### config.mk
export PLATFORM = sky130hd
export DESIGN_NAME = crc_coupler
export DESIGN_NICKNAME = d
export VERILOG_FILES = /design/src/pkg/crc_pkg.sv /design/src/crc_coupler.sv
export SDC_FILE = /design/constraint.sdc
export NUM_CORES = 1
export LEC_CHECK = 0
export ABC_AREA = 1
export BUFFER_PORTS_ARGS = -buffer_cell sky130_fd_sc_hd__clkbuf_2
export CAP_MARGIN = 10
export CELL_PAD_IN_SITES_DETAIL_PLACEMENT = 1
export CELL_PAD_IN_SITES_GLOBAL_PLACEMENT = 2
export CORE_MARGIN = 10
export CORE_UTILIZATION = 37
export CTS_BUF_LIST = sky130_fd_sc_hd__clkbuf_16
export CTS_CLUSTER_DIAMETER = 50
export DETAILED_ROUTE_END_ITERATION = 12
export GPL_ROUTABILITY_DRIVEN = 0
export PLACE_DENSITY_LB_ADDON = 0.15
export SYNTH_ARGS = -nofsm -noshare
export SYNTH_HDL_FRONTEND = slang
export SYNTH_SLANG_ARGS = --single-unit
### constraint.sdc
create_clock -name pclk -period 5.65 [get_ports pclk]
set_input_delay 0 -clock pclk [delete_from_list [all_inputs] [get_ports pclk]]
set_output_delay 0 -clock pclk [all_outputs]
set_load 0.05 [all_outputs]
### src/pkg/crc_pkg.sv
package crc_pkg;

  // Register byte offsets
  localparam logic [7:0] REG_CMD = 8'h00;
  localparam logic [7:0] REG_STATUS = 8'h04;
  localparam logic [7:0] REG_RDY_TEST = 8'h08;
  localparam logic [7:0] REG_FCOL_TEST = 8'h0C;
  localparam logic [7:0] REG_EOF_TEST = 8'h10;
  localparam logic [7:0] REG_INT_STAT = 8'h14;
  localparam logic [7:0] REG_INT_MASK = 8'h18;

  // Command codes, compared on the low 15 bits of a command write
  localparam logic [14:0] CMD_READ_DEC = 15'h0586;
  localparam logic [14:0] CMD_READ_BIN = 15'h0786;
  localparam logic [14:0] CMD_SKIP_REM = 15'h1406;

  // Status register fields
  localparam int ST_B_READY = 0;
  localparam int ST_B_BUSY = 1;
  localparam int ST_B_BINARY = 2;
  localparam int ST_B_SKIP = 3;
  localparam int ST_B_EOF = 4;
  localparam int ST_B_VALID = 5;
  localparam int ST_B_FEED = 6;
  localparam int ST_B_READ = 7;
  localparam int ST_B_CHERR = 8;
  localparam int ST_B_COL = 16;
  localparam int STATUS_CLR_BIT = 0;

  // Interrupt status and mask fields
  localparam int IRQ_W = 4;
  localparam int IRQ_EOR = 0;
  localparam int IRQ_VALID = 1;
  localparam int IRQ_CHECK = 2;
  localparam int IRQ_RATE = 3;
  localparam logic [IRQ_W-1:0] INT_MASK_RST = 4'h0;

  // Card geometry
  localparam logic [7:0] COLS_PER_CARD = 8'h50;
  localparam logic [5:0] BLANK_CODE = 6'h30;

  // Timing
  localparam int CLK_PERIOD_PS = 4000;
  localparam int FEED_TIME_US = 85000;
  localparam int FCOL_TIME_US = 1200;
  localparam int FEED_CYC = (FEED_TIME_US / CLK_PERIOD_PS) * 1000000
                            + ((FEED_TIME_US % CLK_PERIOD_PS) * 1000000) / CLK_PERIOD_PS;
  localparam int FCOL_CYC = (FCOL_TIME_US * 1000) / (CLK_PERIOD_PS / 1000);
  localparam int CNT_W = 25;

  typedef enum logic [4:0] {
    S_IDLE = 5'h01,
    S_FEED = 5'h02,
    S_READ = 5'h04,
    S_SEND1 = 5'h08,
    S_SEND2 = 5'h10
  } crc_state_e;

  // Reader pins; rows[11]=row 12, rows[10]=row 11, rows[9]=row 0, rows[8:0]=rows 1..9
  typedef struct packed {
    logic power_on;
    logic hopper_empty;
    logic stacker_full;
    logic feed_fault;
    logic read_fault;
    logic start_sw;
    logic eof_enable;
    logic col_strobe;
    logic [11:0] rows;
  } crc_pins_s;

  typedef struct packed {
    logic [5:0] data;
    logic valid;
    logic eor;
    logic error;
    logic connected;
  } crc_chan_s;

endpackage

### src/crc_coupler.sv
// Behaviour
// - Ready read command reads one card from column 1, then end-of-record.
// - Hollerith mode sends one translated six-bit character per column.
// - Binary mode sends rows 12..3 then rows 4..9, top row MSB.
// - Decimal read command starts a feed and selects Hollerith.
// - Binary read command starts a feed and selects binary.
// - Format command between columns applies from the next column.
// - Skip-remainder stops delivery while the card keeps moving.
// - Skipped columns unchecked; checks and card end still interrupt, disconnect.
// - Ready test skips only when the reader is ready.
// - Ready needs power, cards, stacker room, healthy mechanics, start, idle.
// - About 85 ms pass between command and first column.
// - First-column test skips when under 1.2 ms remain.
// - End-of-file is hopper empty and enable on; test skips when absent.
// - End-of-file holds until cards are added or enable is off.
// - Card end disconnects, pulses end-of-record, stops motor, waits.
// - Invalid Hollerith column sets validity and channel error flags.
//
// Implementation choices: the address map and the APB interface to the registers.
`timescale 1ns/1ps
module crc_coupler #(
  parameter int FEED_CYCLES = crc_pkg::FEED_CYC,
  parameter int FCOL_CYCLES = crc_pkg::FCOL_CYC
) (
  input wire logic pclk,
  input wire logic presetn,
  input wire logic psel,
  input wire logic penable,
  input wire logic pwrite,
  input wire logic [7:0] paddr,
  input wire logic [31:0] pwdata,
  output logic [31:0] prdata,
  output logic pready,
  output logic pslverr,
  input wire crc_pkg::crc_pins_s rdr_pins,
  output logic rdr_motor,
  output logic rdr_feed,
  output crc_pkg::crc_chan_s chan,
  input wire logic chan_ready,
  output logic irq
);
  import crc_pkg::*;

  localparam logic [CNT_W-1:0] FEED_LOAD = CNT_W'(FEED_CYCLES - 1);
  localparam logic [CNT_W-1:0] FCOL_LIM = CNT_W'(FCOL_CYCLES);

  typedef struct packed {
    crc_state_e st;
    crc_pins_s pin_meta;
    crc_pins_s pin_sync;
    logic strobe_d;
    logic started;
    logic binary;
    logic skipping;
    logic valid_chk;
    logic feed_chk;
    logic read_chk;
    logic chan_err;
    logic [CNT_W-1:0] cnt;
    logic [7:0] col;
    logic [5:0] second;
    // Format of the column in flight, so a mid-card format change never splits it
    logic col_bin;
    crc_chan_s chan;
    logic motor;
    logic feed_go;
    logic [IRQ_W-1:0] int_stat;
    logic [IRQ_W-1:0] int_mask;
    logic [23:0] last_cmd;
    logic ack;
    logic [31:0] rdata;
    logic slverr;
  } crc_regs_s;

  crc_regs_s r_ff;
  crc_regs_s nxt_r;

  // Returns {invalid, code}; more than one digit or zone punch is invalid
  function automatic logic [6:0] holl_xlate(input logic [11:0] c);
    logic [3:0] d;
    logic [1:0] zv;
    logic bad;
    d = 4'h0;
    zv = 2'b00;
    bad = ($countones(c[8:0]) > 1) || ($countones(c[11:9]) > 1);
    for (int i = 0; i < 9; i++) begin
      if (c[8-i]) begin
        d = 4'(i + 1);
      end
    end
    if (c[11]) begin
      zv = 2'b11;
    end else if (c[10]) begin
      zv = 2'b10;
    end else if (c[9] && (c[8:0] != 9'h000)) begin
      zv = 2'b01;
    end
    if (c == 12'h000) begin
      holl_xlate = {1'b0, BLANK_CODE};
    end else begin
      holl_xlate = {bad, zv, d};
    end
  endfunction

  logic ready;
  logic eof_cond;
  logic fcol_due;
  logic col_edge;
  logic fault;
  logic acc;
  logic wr_done;
  logic rd_done;
  logic [6:0] hx;
  logic [31:0] status_word;

  always_comb begin
    ready = r_ff.pin_sync.power_on && !r_ff.pin_sync.hopper_empty
            && !r_ff.pin_sync.stacker_full && !r_ff.pin_sync.feed_fault
            && !r_ff.pin_sync.read_fault && !r_ff.feed_chk && !r_ff.read_chk
            && r_ff.started && (r_ff.st == S_IDLE);
    eof_cond = r_ff.pin_sync.hopper_empty && r_ff.pin_sync.eof_enable;
    // Due near the end of the feed wait, or while column one is still awaited
    fcol_due = ((r_ff.st == S_FEED) && (r_ff.cnt < FCOL_LIM))
               || ((r_ff.st == S_READ) && (r_ff.col == 8'h00));
    col_edge = r_ff.pin_sync.col_strobe && !r_ff.strobe_d;
    fault = r_ff.pin_sync.feed_fault || r_ff.pin_sync.read_fault;
    hx = holl_xlate(r_ff.pin_sync.rows);
    acc = psel && penable && r_ff.ack;
    wr_done = acc && pwrite;
    rd_done = acc && !pwrite;
    status_word = 32'h0;
    status_word[ST_B_READY] = ready;
    status_word[ST_B_BUSY] = r_ff.chan.connected;
    status_word[ST_B_BINARY] = r_ff.binary;
    status_word[ST_B_SKIP] = r_ff.skipping;
    status_word[ST_B_EOF] = eof_cond;
    status_word[ST_B_VALID] = r_ff.valid_chk;
    status_word[ST_B_FEED] = r_ff.feed_chk;
    status_word[ST_B_READ] = r_ff.read_chk;
    status_word[ST_B_CHERR] = r_ff.chan_err;
    status_word[ST_B_COL +: 8] = r_ff.col;
  end

  always_comb begin
    nxt_r = r_ff;
    nxt_r.pin_meta = rdr_pins;
    nxt_r.pin_sync = r_ff.pin_meta;
    nxt_r.strobe_d = r_ff.pin_sync.col_strobe;
    nxt_r.chan.eor = 1'b0;
    nxt_r.feed_go = 1'b0;
    // Start latch drops with power, as the operator must press start again
    if (!r_ff.pin_sync.power_on) begin
      nxt_r.started = 1'b0;
    end else if (r_ff.pin_sync.start_sw) begin
      nxt_r.started = 1'b1;
    end

    // Bus slave: one wait state so read data comes from a flip-flop
    nxt_r.ack = psel && penable && !r_ff.ack;
    if (psel && penable && !r_ff.ack) begin
      nxt_r.slverr = 1'b0;
      nxt_r.rdata = 32'h0;
      case (paddr)
        REG_CMD: nxt_r.rdata = {8'h00, r_ff.last_cmd};
        REG_STATUS: nxt_r.rdata = status_word;
        REG_RDY_TEST: nxt_r.rdata = {31'h0, ready};
        REG_FCOL_TEST: nxt_r.rdata = {31'h0, fcol_due};
        REG_EOF_TEST: nxt_r.rdata = {31'h0, !eof_cond};
        REG_INT_STAT: nxt_r.rdata = {28'h0, r_ff.int_stat};
        REG_INT_MASK: nxt_r.rdata = {28'h0, r_ff.int_mask};
        default: nxt_r.slverr = 1'b1;
      endcase
    end
    // Clear only what the read returned; an event after capture stays pending
    if (rd_done && (paddr == REG_INT_STAT)) begin
      nxt_r.int_stat = r_ff.int_stat & ~r_ff.rdata[IRQ_W-1:0];
    end
    if (wr_done && (paddr == REG_INT_MASK)) begin
      nxt_r.int_mask = pwdata[IRQ_W-1:0];
    end
    if (wr_done && (paddr == REG_STATUS) && pwdata[STATUS_CLR_BIT]) begin
      nxt_r.valid_chk = 1'b0;
      nxt_r.feed_chk = 1'b0;
      nxt_r.read_chk = 1'b0;
      nxt_r.chan_err = 1'b0;
    end
    if (wr_done && (paddr == REG_CMD)) begin
      nxt_r.last_cmd = pwdata[23:0];
      if ((pwdata[14:0] == CMD_READ_DEC) || (pwdata[14:0] == CMD_READ_BIN)) begin
        if (r_ff.st != S_IDLE) begin
          nxt_r.binary = (pwdata[14:0] == CMD_READ_BIN);
        end else if (ready) begin
          nxt_r.binary = (pwdata[14:0] == CMD_READ_BIN);
          nxt_r.st = S_FEED;
          nxt_r.cnt = FEED_LOAD;
          nxt_r.col = 8'h00;
          nxt_r.skipping = 1'b0;
          nxt_r.motor = 1'b1;
          nxt_r.feed_go = 1'b1;
          nxt_r.chan.connected = 1'b1;
        end
      end else if ((pwdata[14:0] == CMD_SKIP_REM) && (r_ff.st != S_IDLE)) begin
        nxt_r.skipping = 1'b1;
      end
    end

    case (r_ff.st)
      S_IDLE: begin
      end
      S_FEED: begin
        // Columns strobed while the card is still feeding are ignored
        if (r_ff.cnt == '0) begin
          nxt_r.st = S_READ;
        end else begin
          nxt_r.cnt = r_ff.cnt - 1'b1;
        end
      end
      S_READ: begin
        if (col_edge) begin
          nxt_r.col = r_ff.col + 1'b1;
          if (nxt_r.skipping) begin
            if (r_ff.col + 1'b1 == COLS_PER_CARD) begin
              nxt_r.st = S_IDLE;
            end
          end else if (r_ff.binary) begin
            nxt_r.chan.data = r_ff.pin_sync.rows[11:6];
            nxt_r.second = r_ff.pin_sync.rows[5:0];
            nxt_r.col_bin = 1'b1;
            nxt_r.chan.valid = 1'b1;
            nxt_r.st = S_SEND1;
          end else begin
            nxt_r.chan.data = hx[5:0];
            nxt_r.col_bin = 1'b0;
            nxt_r.chan.valid = 1'b1;
            nxt_r.st = S_SEND1;
            if (hx[6]) begin
              nxt_r.valid_chk = 1'b1;
              nxt_r.chan_err = 1'b1;
              nxt_r.int_stat[IRQ_VALID] = 1'b1;
            end
          end
        end
      end
      S_SEND1, S_SEND2: begin
        // A column that lands while the channel still holds a character is lost
        if (col_edge) begin
          nxt_r.chan_err = 1'b1;
          nxt_r.int_stat[IRQ_RATE] = 1'b1;
        end
        if (r_ff.skipping) begin
          nxt_r.chan.valid = 1'b0;
          nxt_r.st = (r_ff.col == COLS_PER_CARD) ? S_IDLE : S_READ;
        end else if (chan_ready) begin
          // Second half follows the format the column was read in
          if ((r_ff.st == S_SEND1) && r_ff.col_bin) begin
            nxt_r.chan.data = r_ff.second;
            nxt_r.st = S_SEND2;
          end else begin
            nxt_r.chan.valid = 1'b0;
            nxt_r.st = (r_ff.col == COLS_PER_CARD) ? S_IDLE : S_READ;
          end
        end
      end
      default: nxt_r.st = S_IDLE;
    endcase

    // Mechanical faults abort the card even while skipping
    if ((r_ff.st != S_IDLE) && fault) begin
      nxt_r.feed_chk = r_ff.feed_chk || r_ff.pin_sync.feed_fault;
      nxt_r.read_chk = r_ff.read_chk || r_ff.pin_sync.read_fault;
      nxt_r.chan_err = 1'b1;
      nxt_r.int_stat[IRQ_CHECK] = 1'b1;
      nxt_r.st = S_IDLE;
      nxt_r.chan.valid = 1'b0;
    end
    if ((r_ff.st != S_IDLE) && (nxt_r.st == S_IDLE)) begin
      nxt_r.chan.connected = 1'b0;
      nxt_r.chan.eor = 1'b1;
      nxt_r.motor = 1'b0;
      nxt_r.int_stat[IRQ_EOR] = 1'b1;
    end
    nxt_r.chan.error = nxt_r.chan_err;
  end

  always_ff @(posedge pclk or negedge presetn) begin
    if (!presetn) begin
      r_ff <= '{st: S_IDLE, int_mask: INT_MASK_RST, default: '0};
    end else begin
      r_ff <= nxt_r;
    end
  end

  assign prdata = r_ff.rdata;
  assign pready = r_ff.ack;
  assign pslverr = r_ff.ack && r_ff.slverr;
  assign rdr_motor = r_ff.motor;
  assign rdr_feed = r_ff.feed_go;
  assign chan = r_ff.chan;
  assign irq = |(r_ff.int_stat & r_ff.int_mask);

endmodule

==> flow_summary.toml, run 1 <==
[grt]
grt_pass1_vias = 7012
grt_pass1_wl_mm = 36.8
grt_overflow = 0
grt_max_degree = 93
grt_usage_pct = 16.0
antenna_found_initial = 0

[detailed_routing]
routed_wl_mm = 21.6
viasPerCell = 4.73
num_vias = 6496
met1_length_mm = 10.1
wl_per_cell_um = 15.8
met3_length_um = 516
routed-wl-met2_mm = 10.7
top_layer_used = "met4"
drc_errors = 0
drt.antenna.violating_nets = 0
dr.pass1.iters = 4
drtIter0Drc = 302

[clock_tree]
cts_tree = "done"
postCtsSetupBuffers = 0
ctsHoldBuffers = 50
path_clk_slew_ns = 0.07
cts.sinks = 161
cts_buffer_depth = 2
htree_levels = 4
clk_latency_ns = 0.43
post_cts_resize_count = 0
cts_buffers = 17
root_buffer = "clkbuf_16"

[floorplan]
core_area_um2 = 21000
rows = 53
io_pins = 113
start_util_pct = 37.5
fp.dieW_um = 166
die_h_um = 166
dieArea_um2 = 27600

[synthesis]
yosys_register_bits = 161
synth_top_area_share_pct = 50.7
synthesis.instances = 971
synthArstFlopShare_pct = 100
synth_flop_cell = "dfrtp_1"
synth_area_leaders = "dfrtp_1, nand2_1, inv_1"
avgSynthCellArea_um2 = 8.13
syn-cell-area_um2 = 7890
synth_top_area_cell = "dfrtp_1"
yosys.cell_types.count = 42
yosysSeqAreaShare_pct = 51.1
ys_warn_count = 0
synth_edf_count = 0

[timing]
tightest_slew_ns = 1.01
setup_viol = 0
fin_skew_ns = 0.0121
slew_headroom_pct = 32.3
rsz0062_at_grt = "no"
period_minus_slack_ns = 3.54
hold_viol = 0
fmax_mhz = 282
post-route-period-util_pct = 62.7
setup_tns_ns = 0
drv_slew = 0

[finish]
final_nets = 1163
final_cell_mix = "nand2_1, dfrtp_1, inv_1"
drive_gt1_share_pct = 14.0
final_util_pct = 45.2
syn2layout_area_growth_pct = 20.5
final_common_cell = "nand2_1"
antenna_cells = 0

[status]
outcome = "finished clean"

[placement]
dp_hpwl_mm = 15.5
numPortBuffers = 96

[power_and_ir_drop]
p_leak_nw = 4.91
power_mw = 2.71
peakVddDrop_uv = 181
pwr_density_cell_nw_per_um2 = 285

[critical_path]
cp.arrival_ns = 3.81
cp-end-kind = "flip-flop"
worst-path-max-fanout = 6
cp.required_ns = 5.91
critical_path_class = "reg -> reg"
worst_setup_path_start_kind = "flip-flop"

[run]
cap_violations = 0

[hold_path]
hp-class = "in -> reg"
-- state kept, by name (all words and copies together) (netlist names) --
| name | flops |
|---|---|
| r_ff | 104 |
| prdata | 24 |
| nxt_r | 21 |
| chan | 10 |
| pready | 1 |
| rdr_feed | 1 |
-- final timing paths --
| check | from | to | slack (ns) | cells after the start |
|---|---|---|---|---|
| worst min register to register | nxt_r[134]$_DFF_PN0_ | r_ff[134]$_DFF_PN0_ | 0.34 | 0 |
| max in group asynchronous | presetn | r_ff[169]$_DFF_PN0_ | 4.01 | 3 |
| worst max-delay path | r_ff[127]$_DFF_PN0_ | chan[1]$_DFF_PN0_ | 2.11 | 11 |
| worst min-delay path | paddr[2] | prdata[0]$_DFFE_PN0P_ | 0.05 | 7 |
| worst max register to register | r_ff[127]$_DFF_PN0_ | chan[1]$_DFF_PN0_ | 2.11 | 11 |
| min in group asynchronous | presetn | r_ff[51]$_DFFE_PN0P_ | 0.19 | 2 |
-- synthesized netlist by cell type, types with 3 or more instances --
cell type / count
nand2_1: 299
dfrtp_1: 160
inv_1: 118
o21ai_0: 80
nor2_1: 75
buf_4: 42
nand3_1: 40
nand4_1: 26
a21oi_1: 20
clkbuf_1: 11
nor3_1: 11
o22ai_1: 11
ha_1: 8
o21ai_1: 8
buf_2: 7
a211oi_1: 5
fa_1: 5
nand2_2: 5
nand3b_1: 4
nor2_2: 4
nor2_4: 4
or2_2: 4
nor4_1: 3
xor2_1: 3
-- where the power goes --
| group | switching, mW | total (mW) | internal [mW] |
|---|---|---|---|
| combinational | 0.154 | 0.234 | 0.0798 |
| sequential | 0.0147 | 1.19 | 1.18 |
| clock | 0.523 | 1.28 | 0.756 |
-- critical path, stage by stage (launching register included) --
cell and delay [ns]:
dfrtp_1 0.38, inv_1 0.20, fa_1 0.47, fa_1 0.52, fa_1 0.44, fa_1 0.37
inv_1 0.09, fa_1 0.41, nor2_1 0.11, nand3_1 0.10, nand4_1 0.18, o2111ai_1 0.12
-- per-stage QoR --
stage                     setup slack [ns]  instance area [um2]  hold WS, ns  cells
after floorplan                       2.41                 7920       -0.296    978
after global placement                2.19                 8360        0.108   1290
after detailed placement              2.15                 8360        0.110   1290
after CTS                             2.09                 9510       0.0472   1372
after global routing                  1.93                 9510        0.110   1372
final                                 2.11                 9510       0.0535   1372
-- final cells by class --
class	instances	area, um2
Clock inverter	15	218
Sequential cell	161	4030
Fill cell	2538	11500
Timing Repair Buffer	148	1000
Tap cell	275	344
Clock buffer	17	425
Multi-Input combinational cell	636	3040
Inverter	120	450
-- layer usage --
| layer | GRT usage (%) | vias to the layer above |
|---|---|---|
| li1 | - | 3257 |
| met1 | 20.8 | 3160 |
| met5 | 0 | - |
| met4 | 3.85 | 0 |
| met3 | 3.08 | 15 |
| met2 | 26.9 | 64 |
-- logic make-up after synthesis --
logic type | count (synthesis) | synth area share [%]
XOR/XNOR | 4 | 0.444
buffers and inverters | 181 | 10.8
AND/OR/NAND/NOR | 481 | 26.3
flip-flops | 161 | 51.1
other | 1 | 0.0475
adder cells (fa/ha/maj) | 13 | 2.54
AO/OA/AOI/OAI | 130 | 8.79
Power figures use the tool's default switching activity.
==> inputs of run 2 (changes only) <==
--- a/config.mk
+++ b/config.mk
@@ -11,7 +11,7 @@
 export CELL_PAD_IN_SITES_DETAIL_PLACEMENT = 1
 export CELL_PAD_IN_SITES_GLOBAL_PLACEMENT = 2
 export CORE_MARGIN = 10
-export CORE_UTILIZATION = 37
+export CORE_UTILIZATION = 34
 export CTS_BUF_LIST = sky130_fd_sc_hd__clkbuf_16
 export CTS_CLUSTER_DIAMETER = 50
 export DETAILED_ROUTE_END_ITERATION = 12
==> constraint.sdc (replaced) <==
create_clock -name pclk -period 3.7 [get_ports pclk]
set_input_delay 0 -clock pclk [delete_from_list [all_inputs] [get_ports pclk]]
set_output_delay 0 -clock pclk [all_outputs]
set_load 0.05 [all_outputs]
==> run 2 against run 1 <==
Effect of this change:
- critical path depth unchanged
- total power increased by 47%
- count of clock-buffer cells in the layout unchanged
- flip-flop and latch count unchanged
- combinational power increased by 52%
- first-iteration DRC count increased by 22%
- largest power group is now registers
- fmax increased by 3.0%
==> flow_summary.toml, run 2 (same netlist as run 1, synthesis figures left out) <==
[status]
outcome = "finished clean"

[timing]
fin_skew_ns = 0.0127
hold_viol = 0
period_minus_slack_ns = 3.44
post-route-period-util_pct = 93.0
fmax_mhz = 290
setup_viol = 0
rsz0062_at_grt = "no"
tightest_slew_ns = 0.985
setup_tns_ns = 0
slew_headroom_pct = 34.2
drv_slew = 0

[finish]
antenna_cells = 0
final_cell_mix = "nand2_1, dfrtp_1, inv_1"
final_nets = 1168
largest_register_ffs = 104
multiInputGateArea_um2 = 3030
syn2layout_area_growth_pct = 20.3
num-fill-cells = 2759
largest_register = "r_ff"
final_common_cell = "nand2_1"
final-seq-area_um2 = 4030
drive_gt1_share_pct = 14.7
final_cells = 1387

[clock_tree]
htree_levels = 4
postCtsSetupBuffers = 0
cts_buffers = 17
cts.sinks = 161
cts_buffer_depth = 2
root_buffer = "clkbuf_16"
cts_tree = "done"
path_clk_slew_ns = 0.08
clk_latency_ns = 0.44

[floorplan]
die_h_um = 172
rows = 55
core_area_um2 = 22700
io_pins = 113
fp.dieW_um = 172
dieArea_um2 = 29700
start_util_pct = 34.7

[detailed_routing]
routed_wl_mm = 22.4
viasPerCell = 4.70
drtIter0Drc = 369
wl_per_cell_um = 16.1
dr.pass1.iters = 5
drt.antenna.violating_nets = 0
drc_errors = 0
num_vias = 6524

[grt]
grt_usage_pct = 16.0
antenna_found_initial = 0
grt_pass1_vias = 7186
grt_overflow = 0
grt_pass1_wl_mm = 37.5
grt_max_degree = 91

[critical_path]
worst_setup_path_start_kind = "flip-flop"
crit_chain = "inv_1, fa_1, fa_1, fa_1, fa_1, inv_1, fa_1, nor2_1, nand3_1, nand4_1, o2111ai_1"
slowest_delay_ns = 0.52
r2r-start = "r_ff[127]$_DFF_PN0_"
critical_path_class = "reg -> reg"
critPathMostFrequentCell = "fa_1"
cp.arrival_ns = 3.73
cp.required_ns = 3.99
critPathLaunch = "r_ff[127]$_DFF_PN0_"
slowest_stage = "fa_1"
worst-path-max-fanout = 6
cp-end-kind = "flip-flop"

[hold_path]
hp-class = "in -> reg"
min_from = "paddr[4]"

[placement]
dp_hpwl_mm = 16.3
dp.cells = 1308
numPortBuffers = 96

[power_and_ir_drop]
p_leak_nw = 4.90
peakVddDrop_uv = 263
pwr_density_cell_nw_per_um2 = 418

[run]
cap_violations = 0
==> run 2: cell count changes in the layout (fill, tap and decap cells not counted), sizes merged <==
cell / change
clkinvlp: +2
clkinv: +1
inv: +1
dlygate4sd3: -3
bufinv: -4
buf: +8
==> run 2: per-stage QoR <==
| stage | util, % | total power, mW | setup slack, ns | hold slack (ns) | cell area (um2) |
|---|---|---|---|---|---|
| finish | 41.8 | 3.97 | 0.258 | 0.000221 | 9490 |
| global placement | 37.1 | 2.17 | 0.313 | 0.108 | 8430 |
| floorplan | - | 2.05 | 0.463 | -0.296 | 7920 |
| global route | 41.8 | 4.15 | 0.0167 | 0.0693 | 9490 |
| detailed placement | 37.1 | 2.18 | 0.256 | 0.110 | 8430 |
| CTS | 41.8 | 4.03 | 0.204 | 0.00464 | 9490 |
==> run 2: repair_timing <==
item	in CTS	in global routing
hold buffers	47	0
resized for setup	0	0
hold endpoints to repair	140	0
==> run 2: critical path: cells and delay by family, from the launching register on <==
kind	cells	cell delay, ns
buf+inv	2	0.27
simple gates	3	0.34
compound gates	1	0.11
fa+ha+maj	5	2.20
flops	1	0.38
==> run 2: cell type report <==
cell class | instances | area share [%]
clock inverter | 15 | 1.74
tap | 285 | 3.76
multi-input combinational | 636 | 31.9
inverter | 120 | 4.74
clock buffer | 17 | 4.48
sequential | 161 | 42.5
timing repair buffer | 153 | 10.9
==> run 2: power by group <==
| part | switching (mW) | total [mW] | internal, mW |
|---|---|---|---|
| combinational | 0.234 | 0.356 | 0.122 |
| clock | 0.879 | 1.79 | 0.908 |
| sequential | 0.0231 | 1.82 | 1.80 |
| total | 1.14 | 3.97 | 2.83 |
==> run 2: final timing paths <==
| check | cells past startpoint | end | slack (ns) |
|---|---|---|---|
| setup reg to reg | 11 | chan[1]$_DFF_PN0_ | 0.26 |
| max in group asynchronous | 3 | r_ff[166]$_DFF_PN1_ | 2.58 |
| min in group asynchronous | 2 | r_ff[51]$_DFFE_PN0P_ | 0.18 |
| hold / removal | 6 | prdata[0]$_DFFE_PN0P_ | 0.0002 |
| setup / recovery | 11 | chan[1]$_DFF_PN0_ | 0.26 |
| hold reg to reg | 0 | r_ff[136]$_DFF_PN0_ | 0.35 |
==> run 2: layer usage <==
metal | vias to the layer above | GRT usage (%) | wire length, um | share of wire [%]
met5 | - | 0 | 0 | 0
met4 | 0 | 5.10 | 314 | 1.4
met3 | 22 | 2.85 | 645 | 2.9
met2 | 85 | 27.2 | 11100 | 50
met1 | 3127 | 20.2 | 10300 | 46
li1 | 3290 | - | - | -
